### config.mk
export PLATFORM = sky130hd
export DESIGN_NAME = sat_task_processor
export DESIGN_NICKNAME = d
export VERILOG_FILES = /design/src/sat_pkg.sv /design/src/sat_task_processor.sv
export SDC_FILE = /design/constraint.sdc
export NUM_CORES = 1
export LEC_CHECK = 0
export BUFFER_PORTS_ARGS = -buffer_cell sky130_fd_sc_hd__buf_2
export CELL_PAD_IN_SITES_DETAIL_PLACEMENT = 1
export CELL_PAD_IN_SITES_GLOBAL_PLACEMENT = 1
export CORE_ASPECT_RATIO = 2
export CORE_UTILIZATION = 48
export CTS_CLUSTER_SIZE = 30
export DETAILED_ROUTE_END_ITERATION = 16
export GPL_ROUTABILITY_DRIVEN = 0
export GPL_TIMING_DRIVEN = 0
export MAX_ROUTING_LAYER = met4
export PLACE_DENSITY = 0.95
export SYNTH_ARGS = -nofsm -noshare
export SYNTH_HDL_FRONTEND = slang
export SYNTH_SLANG_ARGS = --single-unit
### constraint.sdc
create_clock -name mclk -period 11.6 [get_ports mclk]
set_input_delay 2.32 -clock mclk [delete_from_list [all_inputs] [get_ports mclk]]
set_output_delay 2.32 -clock mclk [all_outputs]
set_load 0.005 [all_outputs]
### src/sat_pkg.sv
// Constants, register map and types of the subaudio tone task processor.
//
// How it works
// - Fifty-one decoders, each enabled or disabled separately.
// - Status holds decode flag plus matching decoder index.
// - Flag clear, index 62: unmatched significant tone.
// - Flag clear, index 63: no-tone timer expired.
// - Index 0 until tone seen after enable/receive.
// - Unqualified enabled match shows its index, flag clear.
// - Detectors 1-50 preset, detector 51 host programmed.
// - Every enabling control write issues its task.
// - Task 0: encode on transmit, decode on receive.
// - Task 4: bit7 enable, bits5-0 detector index.
// - Index 63 all detectors, 62 enables standard set.
// - Task 5 programs detector 51 as N*64+R.
// - Task 6 shifts bandwidth by signed argument.
// - Small hysteresis keeps marginal detection from chattering.
// - Task 7 adjusts no-tone timer, 60 us units.
// - Tasks 8-15 select transmit, init, aux, soft reset.
// - Soft reset clears detectors; next task: fast init.
package sat_pkg;

	// ************************************************************
	// Register map
	// ************************************************************
	localparam logic [7:0] TS_ADDR_RESET  = 8'h01;
	localparam logic [7:0] TS_ADDR_SETUP  = 8'h80;
	localparam logic [7:0] TS_ADDR_WORD   = 8'h8e;
	localparam logic [7:0] TS_ADDR_CTRL   = 8'h93;
	localparam logic [7:0] TS_ADDR_STATUS = 8'h94;
	localparam logic [7:0] TS_ADDR_BYTE   = 8'h95;

	// ************************************************************
	// Field layouts
	// ************************************************************
	localparam int TS_SETUP_TX_BIT = 0;
	localparam int TS_CTRL_PWR_BIT = 6;
	localparam int TS_CTRL_IRQ_BIT = 5;
	localparam int TS_TASK_W       = 4;
	localparam int TS_ARG_EN_BIT   = 7;
	localparam int TS_IDX_W        = 6;
	localparam int TS_R_W          = 6;
	localparam int TS_STAT_FLAG    = 6;
	localparam int TS_NUM_DET      = 51;

	// ************************************************************
	// Task codes and special indices
	// ************************************************************
	localparam logic [3:0] TS_TASK_RUN      = 4'h0;
	localparam logic [3:0] TS_TASK_DET      = 4'h4;
	localparam logic [3:0] TS_TASK_USER_RX  = 4'h5;
	localparam logic [3:0] TS_TASK_BW       = 4'h6;
	localparam logic [3:0] TS_TASK_NOTONE   = 4'h7;
	localparam logic [3:0] TS_TASK_TX_PRE   = 4'h8;
	localparam logic [3:0] TS_TASK_TX_USER  = 4'h9;
	localparam logic [3:0] TS_TASK_RING     = 4'ha;
	localparam logic [3:0] TS_TASK_TX_TIMER = 4'hb;
	localparam logic [3:0] TS_TASK_FAST     = 4'hc;
	localparam logic [3:0] TS_TASK_MULTI    = 4'hd;
	localparam logic [3:0] TS_TASK_AUX      = 4'he;
	localparam logic [3:0] TS_TASK_SOFT_RST = 4'hf;

	localparam logic [5:0] TS_IDX_NONE   = 6'h00;
	localparam logic [5:0] TS_IDX_USER   = 6'h33;
	localparam logic [5:0] TS_IDX_STD    = 6'h3e;
	localparam logic [5:0] TS_IDX_ALL    = 6'h3f;
	localparam logic [5:0] TS_IDX_OTHER  = 6'h3e;
	localparam logic [5:0] TS_IDX_NOTONE = 6'h3f;

	// ************************************************************
	// Detector sets, bit n is detector n
	// ************************************************************
	localparam logic [51:0] TS_ALL_MASK    = 52'hf_ffff_ffff_fffe;
	localparam logic [51:0] TS_NONSTD_MASK = (52'h1 << 27) | (52'h1 << 29) | (52'h1 << 31) |
		(52'h1 << 33) | (52'h1 << 35) | (52'h1 << 37) | (52'h1 << 39) | (52'h1 << 40) |
		(52'h1 << 42) | (52'h1 << 46) | (52'h1 << 50) | (52'h1 << 51);
	localparam logic [51:0] TS_STD_MASK    = TS_ALL_MASK & ~TS_NONSTD_MASK;

	// ************************************************************
	// Timing
	// ************************************************************
	localparam int TS_CLK_HZ       = 125000000;
	localparam int TS_UNIT_US      = 60;
	localparam int TS_UNIT_CYCLES  = TS_UNIT_US * (TS_CLK_HZ / 1000000);
	localparam int TS_NOTONE_UNITS = 3000;
	localparam int TS_QUAL_COUNT   = 3;
	localparam int TS_HYST_MISSES  = 2;

	typedef enum logic [2:0] {
		MODE_OFF,
		MODE_CLEARED,
		MODE_RUN,
		MODE_FAST,
		MODE_MULTI
	} sat_mode_t;

endpackage

### src/sat_task_processor.sv
// Command interpreter and decode status logic of the subaudio tone task processor.
`timescale 1ns/10ps
module sat_task_processor
	import sat_pkg::*;
#(
	parameter int TICK_CYCLES    = TS_UNIT_CYCLES,
	parameter int NOTONE_DEFAULT = TS_NOTONE_UNITS,
	parameter int QUAL_COUNT     = TS_QUAL_COUNT,
	parameter int HYST_MISSES    = TS_HYST_MISSES
) (
	input  wire logic        mclk,
	input  wire logic        resetn,
	input  wire logic        reg_wr,
	input  wire logic        reg_rd,
	input  wire logic [7:0]  reg_addr,
	input  wire logic [15:0] reg_wdata,
	output logic      [15:0] reg_rdata,
	input  wire logic        meas_valid,
	input  wire logic        meas_present,
	input  wire logic [5:0]  meas_match,
	output logic             proc_enabled,
	output logic             irq_ctrl,
	output logic             encoding,
	output logic             decoding,
	output logic      [51:0] det_enable,
	output logic      [9:0]  user_rx_n,
	output logic      [5:0]  user_rx_r,
	output logic      [15:0] bw_trim,
	output logic      [15:0] notone_trim,
	output logic      [5:0]  tx_tone_index,
	output logic      [15:0] tx_user_tone,
	output logic      [15:0] ring_tone,
	output logic      [15:0] tx_timer,
	output logic      [7:0]  aux_cfg,
	output logic             decode_flag,
	output logic      [5:0]  decode_index
);

	// ************************************************************
	// Host side registers
	// ************************************************************
	logic        wr_ctrl;
	logic        wr_byte;
	logic        gen_reset;
	logic [7:0]  arg_byte_q;
	logic [15:0] arg_word_q;
	logic [7:0]  ctrl_q;
	logic        tx_sel_q;
	logic        task_go_q;
	logic [3:0]  task_q;
	logic [7:0]  task_byte_q;
	logic [15:0] task_word_q;
	sat_mode_t   mode_q;

	assign wr_ctrl   = reg_wr && (reg_addr == TS_ADDR_CTRL);
	assign wr_byte   = reg_wr && (reg_addr == TS_ADDR_BYTE);
	assign gen_reset = reg_wr && (reg_addr == TS_ADDR_RESET);

	always_ff @(posedge mclk or negedge resetn) begin
		if (!resetn) begin
			arg_byte_q <= 8'h00;
			arg_word_q <= 16'h0000;
			tx_sel_q   <= 1'b0;
			ctrl_q     <= 8'h00;
		end else if (gen_reset) begin
			arg_byte_q <= 8'h00;
			arg_word_q <= 16'h0000;
			tx_sel_q   <= 1'b0;
			ctrl_q     <= 8'h00;
		end else if (reg_wr) begin
			case (reg_addr)
				TS_ADDR_BYTE:  arg_byte_q <= reg_wdata[7:0];
				TS_ADDR_WORD:  arg_word_q <= reg_wdata;
				TS_ADDR_SETUP: tx_sel_q   <= reg_wdata[TS_SETUP_TX_BIT];
				TS_ADDR_CTRL:  ctrl_q     <= reg_wdata[7:0];
				default: ;
			endcase
		end
	end

	// Control reads show the last control value, status reads the decoder state.
	always_ff @(posedge mclk or negedge resetn) begin
		if (!resetn) begin
			reg_rdata <= 16'h0000;
		end else if (reg_rd) begin
			case (reg_addr)
				TS_ADDR_CTRL:   reg_rdata <= {8'h00, ctrl_q};
				TS_ADDR_STATUS: reg_rdata <= {9'h000, decode_flag, decode_index};
				default:        reg_rdata <= 16'h0000;
			endcase
		end
	end

	// ************************************************************
	// Task capture
	// ************************************************************
	// Arguments are copied at the control write, so a host that rewrites them
	// early cannot corrupt a task still waiting to run.
	always_ff @(posedge mclk or negedge resetn) begin
		if (!resetn) begin
			task_go_q   <= 1'b0;
			task_q      <= TS_TASK_RUN;
			task_byte_q <= 8'h00;
			task_word_q <= 16'h0000;
		end else begin
			task_go_q <= wr_ctrl && reg_wdata[TS_CTRL_PWR_BIT] && !gen_reset;
			if (wr_ctrl) begin
				task_q      <= reg_wdata[TS_TASK_W-1:0];
				task_byte_q <= arg_byte_q;
				task_word_q <= arg_word_q;
			end
		end
	end

	function automatic logic [51:0] apply_det(input logic [51:0] mask, input logic [7:0] arg);
		logic [5:0] idx;
		logic       en;
		logic [51:0] res;
		idx = arg[TS_IDX_W-1:0];
		en  = arg[TS_ARG_EN_BIT];
		res = mask;
		if (idx == TS_IDX_ALL) begin
			res = en ? TS_ALL_MASK : 52'h0;
		end else if (idx == TS_IDX_STD) begin
			if (en) begin
				res = mask | TS_STD_MASK;
			end
		end else if ((idx != TS_IDX_NONE) && (idx <= TS_IDX_USER)) begin
			res[idx] = en;
		end
		return res;
	endfunction

	// ************************************************************
	// Mode and configuration
	// ************************************************************
	always_ff @(posedge mclk or negedge resetn) begin
		if (!resetn) begin
			mode_q <= MODE_OFF;
		end else if (gen_reset || (wr_ctrl && !reg_wdata[TS_CTRL_PWR_BIT])) begin
			mode_q <= MODE_OFF;
		end else if (task_go_q) begin
			case (task_q)
				TS_TASK_RUN:      mode_q <= MODE_RUN;
				TS_TASK_FAST:     mode_q <= MODE_FAST;
				TS_TASK_MULTI:    mode_q <= MODE_MULTI;
				TS_TASK_SOFT_RST: mode_q <= MODE_CLEARED;
				default: begin
					if (mode_q == MODE_CLEARED || mode_q == MODE_MULTI || mode_q == MODE_OFF) begin
						mode_q <= MODE_FAST;
					end
				end
			endcase
		end
	end

	// A task strobe outranks a direct byte write in the same cycle; the host
	// spacing rules keep the two apart, so nothing is lost in normal use.
	always_ff @(posedge mclk or negedge resetn) begin
		if (!resetn) begin
			det_enable <= 52'h0;
		end else if (gen_reset) begin
			det_enable <= 52'h0;
		end else if (task_go_q) begin
			case (task_q)
				TS_TASK_DET, TS_TASK_MULTI: det_enable <= apply_det(det_enable, task_byte_q);
				TS_TASK_SOFT_RST:           det_enable <= 52'h0;
				default: ;
			endcase
		end else if (wr_byte && mode_q == MODE_MULTI) begin
			det_enable <= apply_det(det_enable, reg_wdata[7:0]);
		end
	end

	always_ff @(posedge mclk or negedge resetn) begin
		if (!resetn) begin
			user_rx_n     <= 10'h000;
			user_rx_r     <= 6'h00;
			bw_trim       <= 16'h0000;
			notone_trim   <= 16'h0000;
			tx_tone_index <= 6'h00;
			tx_user_tone  <= 16'h0000;
			ring_tone     <= 16'h0000;
			tx_timer      <= 16'h0000;
			aux_cfg       <= 8'h00;
		end else if (task_go_q) begin
			case (task_q)
				TS_TASK_USER_RX: begin
					user_rx_n <= task_word_q[15:TS_R_W];
					user_rx_r <= task_word_q[TS_R_W-1:0];
				end
				TS_TASK_BW:       bw_trim       <= task_word_q;
				TS_TASK_NOTONE:   notone_trim   <= task_word_q;
				TS_TASK_TX_PRE:   tx_tone_index <= task_byte_q[TS_IDX_W-1:0];
				TS_TASK_TX_USER:  tx_user_tone  <= task_word_q;
				TS_TASK_RING:     ring_tone     <= task_word_q;
				TS_TASK_TX_TIMER: tx_timer      <= task_word_q;
				TS_TASK_AUX:      aux_cfg       <= task_byte_q;
				default: ;
			endcase
		end
	end

	// ************************************************************
	// Run state outputs
	// ************************************************************
	logic dec_active;
	logic dec_active_q;

	// Status and timer start afresh whenever decoding is entered, so index 0 shows first.
	assign dec_active = (mode_q == MODE_RUN) && !tx_sel_q;

	always_ff @(posedge mclk or negedge resetn) begin
		if (!resetn) begin
			proc_enabled <= 1'b0;
			irq_ctrl     <= 1'b0;
			encoding     <= 1'b0;
			decoding     <= 1'b0;
			dec_active_q <= 1'b0;
		end else begin
			proc_enabled <= (mode_q != MODE_OFF);
			irq_ctrl     <= ctrl_q[TS_CTRL_IRQ_BIT];
			encoding     <= (mode_q == MODE_RUN) && tx_sel_q;
			decoding     <= dec_active;
			dec_active_q <= dec_active;
		end
	end

	// ************************************************************
	// No-tone timer
	// ************************************************************
	// Counts in 60 us units from a shared divider so the long default fits in
	// a narrow counter; the expiry point is only accurate to one unit.
	logic [15:0]        tick_cnt_q;
	logic               tick;
	logic signed [17:0] limit_s;
	logic [15:0]        limit;
	logic [15:0]        notone_cnt_q;
	logic               seen_q;
	logic               expire;
	logic               restart;

	assign tick    = (tick_cnt_q == 16'(TICK_CYCLES - 1));
	assign limit_s = 18'(NOTONE_DEFAULT) + 18'($signed(notone_trim));
	assign limit   = (limit_s < 18'sd1) ? 16'h0001 :
		(limit_s > 18'sh0ffff) ? 16'hffff : limit_s[15:0];
	assign restart = dec_active && !dec_active_q;
	assign expire  = dec_active && seen_q && tick && (notone_cnt_q == limit - 16'h0001);

	always_ff @(posedge mclk or negedge resetn) begin
		if (!resetn) begin
			tick_cnt_q <= 16'h0000;
		end else if (tick) begin
			tick_cnt_q <= 16'h0000;
		end else begin
			tick_cnt_q <= tick_cnt_q + 16'h0001;
		end
	end

	always_ff @(posedge mclk or negedge resetn) begin
		if (!resetn) begin
			notone_cnt_q <= 16'h0000;
			seen_q       <= 1'b0;
		end else if (restart || !dec_active) begin
			notone_cnt_q <= 16'h0000;
			seen_q       <= 1'b0;
		end else if (meas_valid && meas_present) begin
			notone_cnt_q <= 16'h0000;
			seen_q       <= 1'b1;
		end else if (tick && seen_q && notone_cnt_q < limit) begin
			notone_cnt_q <= notone_cnt_q + 16'h0001;
		end
	end

	// ************************************************************
	// Detector lookup
	// ************************************************************
	// The measured index reaches 63, past the last detector, so the mask is
	// widened with zeros rather than indexed out of range.
	logic [63:0] det_wide;

	assign det_wide = {12'h000, det_enable};

	// ************************************************************
	// Qualification and status
	// ************************************************************
	logic       match_ok;
	logic [5:0] cand_q;
	logic [3:0] qual_q;
	logic [3:0] miss_q;

	assign match_ok = meas_present && (meas_match != TS_IDX_NONE) &&
		(meas_match <= TS_IDX_USER) && det_wide[meas_match];

	always_ff @(posedge mclk or negedge resetn) begin
		if (!resetn) begin
			decode_flag  <= 1'b0;
			decode_index <= TS_IDX_NONE;
			cand_q       <= TS_IDX_NONE;
			qual_q       <= 4'h0;
			miss_q       <= 4'h0;
		end else if (restart || gen_reset) begin
			decode_flag  <= 1'b0;
			decode_index <= TS_IDX_NONE;
			cand_q       <= TS_IDX_NONE;
			qual_q       <= 4'h0;
			miss_q       <= 4'h0;
		end else if (dec_active && meas_valid) begin
			if (match_ok) begin
				miss_q       <= 4'h0;
				decode_index <= meas_match;
				if (meas_match == cand_q) begin
					if (qual_q >= 4'(QUAL_COUNT - 1)) begin
						decode_flag <= 1'b1;
					end else begin
						qual_q <= qual_q + 4'h1;
					end
				end else begin
					cand_q      <= meas_match;
					qual_q      <= 4'h1;
					decode_flag <= 1'b0;
				end
			end else if (decode_flag && miss_q < 4'(HYST_MISSES)) begin
				miss_q <= miss_q + 4'h1;
			end else begin
				decode_flag <= 1'b0;
				cand_q      <= TS_IDX_NONE;
				qual_q      <= 4'h0;
				miss_q      <= 4'h0;
				if (meas_present) begin
					decode_index <= TS_IDX_OTHER;
				end
			end
		end else if (expire) begin
			decode_flag  <= 1'b0;
			decode_index <= TS_IDX_NOTONE;
			cand_q       <= TS_IDX_NONE;
			qual_q       <= 4'h0;
			miss_q       <= 4'h0;
		end
	end

endmodule // sat_task_processor

Word level (Yosys, flattened, before mapping)

Index checks and enable logic that the tools add are counted.

Output and inout port bits: 189
Bits in registers: 301
Logic and storage cells: 243

Eq/ne operators: 40
Order comparisons: 13
Reduce and logical (&&, ||, !) cells: 74
Muxes and demuxes: 77
Add/subtract/negate cells: 6

Operators by type and width:

| cell                                                   | number |
|---|---|
| 2-to-1 mux 52 bit                                      | 11 |
| 2-to-1 mux 16 bit                                      | 9 |
| bitwise mux 52 bit                                     | 2 |
| one-hot mux 52 bit (2 select lines)                    | 1 |
| 2-to-1 mux 50 bit                                      | 2 |
| 2-to-1 mux 6 bit                                       | 12 |
| 2-to-1 mux 8 bit                                       | 6 |
| 2-to-1 mux 4 bit                                       | 11 |
| equality test 8 bit (second input constant)            | 5 |
| adder 16 x 1 -> 16 bit (second input constant)         | 2 |
| equality test 4 bit (second input constant)            | 8 |
| AND reduction 2 bit                                    | 13 |
| logical AND 1 bit                                      | 25 |
| equality test 6 bit (second input constant)            | 4 |
| nonzero test 6 bit                                     | 4 |
| < comparator 6 x 7 -> 1 bit (second input constant)    | 3 |
| != test 5 bit (second input constant)                  | 4 |
| less-or-equal comparator 6 bit (second input constant) | 3 |
| adder 13 x 16 -> 17 bit (first input constant)         | 1 |
| > comparator 17 bit (second input constant)            | 1 |
| < comparator 17 x 2 -> 1 bit (second input constant)   | 1 |
| equality test 16 x 13 -> 1 bit (second input constant) | 1 |
| equality test 16 bit                                   | 1 |
| equality test 4 x 3 -> 1 bit (second input constant)   | 4 |
| other kinds (32)                                       | 76 |

Logic depth before layout (Yosys ltp)

Depth in word-level cells: 11
Depth in mapped cells: 24

Least setup slack after synthesis

No wires, ideal clock.

Kind: register to register
From: register notone_trim[3]
To: register cand_q[2]
Data arrival time: 5.252 ns
Clock period less this slack: 5.373 ns
Setup slack: 6.227 ns
Required time: 11.479 ns
Buffers on the path: 5
Cell stages (with the launch flop): 25
Path through: dfrtp_1 > buf_4 > inv_1 > ha_1 > buf_2 > nand2b_1 > a21boi_1 > nor3_1 > o2111ai_4 > and2_1 > buf_6 > clkbuf_1 > nand2_1 > ha_1 > clkbuf_1 > nand4b_1 > nor4_1 > o21ai_1 > a21oi_2 > mux2i_1 > or4_4 > nor4_4 > o2111ai_4 > or4_4 > a32o_2

Cells in the longest elaborated chain, start to end: 9
Elaborated cells on any way between the ends: 10

RTL lines:

| item                              | RTL line                  | source |
|---|---|---|
| from (decl)                       | sat_task_processor.sv:29  | `output logic [15:0] notone_trim,` |
| from (signal assigned)            | sat_task_processor.sv:193 | `TS_TASK_NOTONE: notone_trim <= task_word_q;` |
| adder 13 x 16 -> 17 bit (*)       | sat_task_processor.sv:244 | `assign limit_s = 18'(NOTONE_DEFAULT) + 18'($signed(notone_trim));` |
| > comparator 17 bit               | sat_task_processor.sv:246 | `(limit_s > 18'sh0ffff) ? 16'hffff : limit_s[15:0];` |
| 2-to-1 mux 16 bit                 | sat_task_processor.sv:246 |  |
| 2-to-1 mux 16 bit (*)             | sat_task_processor.sv:245 | `assign limit = (limit_s < 18'sd1) ? 16'h0001 :` |
| subtractor 16 x 1 -> 16 bit (*)   | sat_task_processor.sv:248 | `assign expire = dec_active && seen_q && tick && (notone_cnt_q == limit - 16'h0001);` |
| equality test 16 bit (*)          | sat_task_processor.sv:248 |  |
| logical AND 1 bit (*)             | sat_task_processor.sv:248 |  |
| nonzero test 3 bit (no line) (*)  | --                        |  |
| AND reduction 3 bit (no line) (*) | --                        |  |
| to (signal assigned)              | sat_task_processor.sv:319 | `cand_q <= meas_match;` |
| to (decl)                         | sat_task_processor.sv:288 | `logic [5:0] cand_q;` |

Every way passes the cells marked *; elsewhere a longest branch is shown, timed or not.
A chain may end at the register's enable or synchronous reset.

Final worst setup path

Same ends and word-level chain as after synthesis.

==> flow_metrics.tcl <==
set metrics [dict create \
    setup_viol 0 \
    crit_cells 24 \
    io_pins 225 \
    wl_per_cell_microns 29.38 \
    worstSetupStartpointType "flip-flop" \
    ant_nets 0 \
    fin_nets 2116 \
    globalRouteOverflowTotal 0 \
    power_mw 2.198 \
    drive_above_1_share 0.2218 \
    layout_commonest_cell "dfrtp_1" \
    cts_tree "done" \
    ys_seq_area_frac 0.4413 \
    final_core_util 0.5631 \
    cts_sinks 293 \
    firstDrtPassIters 6 \
    final_cell_mix "293 x dfrtp_1, 270 x nand2_1, 262 x o21ai_0" \
    detailed_place_hpwl_microns 50250 \
    final_cells 2525 \
    io_buffers 210 \
    hp-class "flip-flop to flip-flop" \
    num_rows 96 \
    ys_ff_latch 293 \
    async_reset_ff_frac 1.000 \
    first_iter_violations 1284 \
    fillers 3979 \
    route.detailed.drc 0 \
    hold_buffers 0 \
    outcome "complete, no violations" \
    finalCritPeriodShare 0.6271 \
    max-vdd-ir-drop_mv 0.1273 \
    cts_root_buffer "clkbuf_16" \
    critPathLaunch "notone_trim[3]" \
    dpl.cell_count 2467 \
    clk_pin_slew_worst_paths_ps 70 \
    rr_worst_depth 24 \
    path_buf_inv 6 \
    start_util 0.4854 \
    arrival_ps 7740 \
    core_area_sq_mm 0.03423 \
    dieWidth_microns 133.6 \
    cts_max_path_buffers 3 \
    power.leakage_nw 9.098 \
    grt_pass1_vias 18920 \
    crit_required_ps 12060 \
    period_needed_ps 7274 \
    min_from "ctrl_q[5]" \
    slew_headroom 0.2506 \
    hold-path-cell-count 0 \
    clk_latency_ps 620 \
    grt_max_degree 123 \
    regToRegStartpoint "notone_trim[3]" \
    antenna_found_initial 4 \
    vias_per_cell 6.841 \
    max_freq_ghz 0.1375 \
    tightestPinTransition_ps 1116 \
    rsz0062_at_grt "no" \
    synthFlopType "dfrtp_1" \
    fin_area_sq_mm 0.01928 \
    synth_edf_count 0 \
    dieArea_sq_mm 0.03541 \
    cts_htree_levels 1 \
    synth_cell_types 89 \
    synth_area_per_cell_sq_um 9.200 \
    grt_use_total 0.4359 \
    worstSetupPathType "flip-flop to flip-flop" \
    finalHoldViolCount 0 \
    grt_first_pass_wirelength_microns 113100 \
    cts_resized 0 \
    cts_buffers 28 \
    die_h_microns 265.1 \
    max_cap_viol_count 0 \
    cts_setup_buffers 0 \
    skew_ps 39.89 \
    drv_slew 0 \
    wirelength_microns 74190 \
    worstPathCellList "buf_4 > inv_1 > ha_1 > buf_2 > nand2b_1 > a21boi_1 > nor3_1 > o2111ai_4 > and2_1 > buf_6 > clkbuf_1 > nand2_1 > ha_1 > clkbuf_1 > nand4b_1 > nor4_1 > o21ai_1 > a21oi_2 > mux2i_1 > or4_4 > nor4_4 > o2111ai_4 > or4_4 > a32o_2" \
    placed_area_sq_mm 0.01832 \
    cp_top_family "simple AND/OR/NAND/NOR gates" \
    tns_ps 0 \
    slowest_stage "or4_4" \
    slowest_delay_ps 570 \
    cp-end-kind "flip-flop" \
    syn_inst 1806 \
    cp_max_fo 10 \
    syn-cell-area_sq_mm 0.01662 \
    synthToLayoutAreaGrowth_pct 16.01 \
    synth_warnings 0 \
    num_vias 17270 \
    power_density_mw_per_mm2 114.1 \
]
[kinds of logic after synthesis]
kind of cell             after synthesis  synth area share
AO/OA/AOI/OAI                        468            0.1725
XOR/XNOR                              54           0.02937
adder cells (fa/ha/maj)               24           0.01807
buffers and inverters                173           0.04300
flip-flops                           293            0.4413
multiplexers                         151            0.1111
other                                  1         0.0002257
AND/OR/NAND/NOR                      642            0.1845
[worst register-to-register path, cell delays in order (launching register included)]
cell	delay (ps)
dfrtp_1	540
buf_4	260
inv_1	110
ha_1	220
buf_2	190
nand2b_1	230
a21boi_1	200
nor3_1	350
o2111ai_4	280
and2_1	260
buf_6	140
clkbuf_1	280
nand2_1	210
ha_1	180
clkbuf_1	430
nand4b_1	250
nor4_1	470
o21ai_1	270
a21oi_2	280
mux2i_1	120
or4_4	570
nor4_4	220
o2111ai_4	270
or4_4	520
a32o_2	300
[Yosys cell counts (all sizes together) (24+ instances only)]
library cell | instances | area share
xnor2 | 38 | 0.020
a22oi | 50 | 0.023
ha | 24 | 0.018
nand2 | 270 | 0.061
nor3 | 27 | 0.0084
a21oi | 42 | 0.013
nor2 | 112 | 0.025
dfrtp | 293 | 0.44
inv | 31 | 0.0070
clkbuf | 111 | 0.025
mux2 | 117 | 0.079
buf | 31 | 0.011
o21ai | 267 | 0.080
nand3 | 77 | 0.023
[power by group]
part / switching [mW] / internal [mW] / leakage [nW] / total [mW]
Clock: 0.452 / 0.526 / 0.460 / 0.978
Combinational: 0.106 / 0.0467 / 4.60 / 0.153
Sequential: 0.0272 / 1.04 / 4.03 / 1.07
Total: 0.585 / 1.61 / 9.10 / 2.20
[state kept, by name (all words and copies together), names as in the netlist, 4 cells and up]
name and flops:
qual_q 4, task_q 4, reg_rdata 8, user_rx_r 6, notone_trim 16, tx_user_tone 16
tx_tone_index 6, ctrl_q 8, user_rx_n 10, arg_byte_q 8, tx_timer 16, aux_cfg 8
decode_index 6, notone_cnt_q 16, bw_trim 16, task_byte_q 8, tick_cnt_q 16, task_word_q 16
arg_word_q 16, det_enable 52, ring_tone 16, miss_q 4, cand_q 6
[final timing paths]
kind	slack, ps	endpoint
max in group asynchronous	8320	miss_q[1]
setup reg to reg	4330	cand_q[2]
hold reg to reg	450	irq_ctrl
hold / removal	450	irq_ctrl
min in group asynchronous	1660	aux_cfg[3]
setup / recovery	4330	cand_q[2]
[per-stage QoR]
step | hold slack [ps] | setup slack, ps
CTS | 453.7 | 4566
global route | 460.3 | 4162
detailed placement | 419.3 | 4797
global placement | 410.1 | 2968
floorplan | 374.0 | 6227
finish | 451.2 | 4326
[routing by layer]
| metal | track usage | routed length [microns] | vias up |
|---|---|---|---|
| li1 | - | - | 6933 |
| met1 | 0.3937 | 22680 | 8426 |
| met2 | 0.7313 | 37150 | 1278 |
| met3 | 0.1083 | 5883 | 636 |
| met4 | 0.4229 | 8478 | 0 |
| met5 | - | 0 | - |
[layout make-up]
| cell class | count | area (sq um) | area share |
|---|---|---|---|
| tap | 441 | 551.8 | 0.02863 |
| sequential | 293 | 7332 | 0.3804 |
| multi-input combinational | 1347 | 8601 | 0.4462 |
| clock inverter | 13 | 148.9 | 0.007724 |
| antenna | 6 | 15.01 | 0.0007789 |
| buffer | 142 | 598.1 | 0.03103 |
| timing repair buffer | 213 | 1121 | 0.05816 |
| clock buffer | 39 | 792.0 | 0.04109 |
| inverter | 31 | 116.4 | 0.006037 |
(Power assumes the default switching activity.)
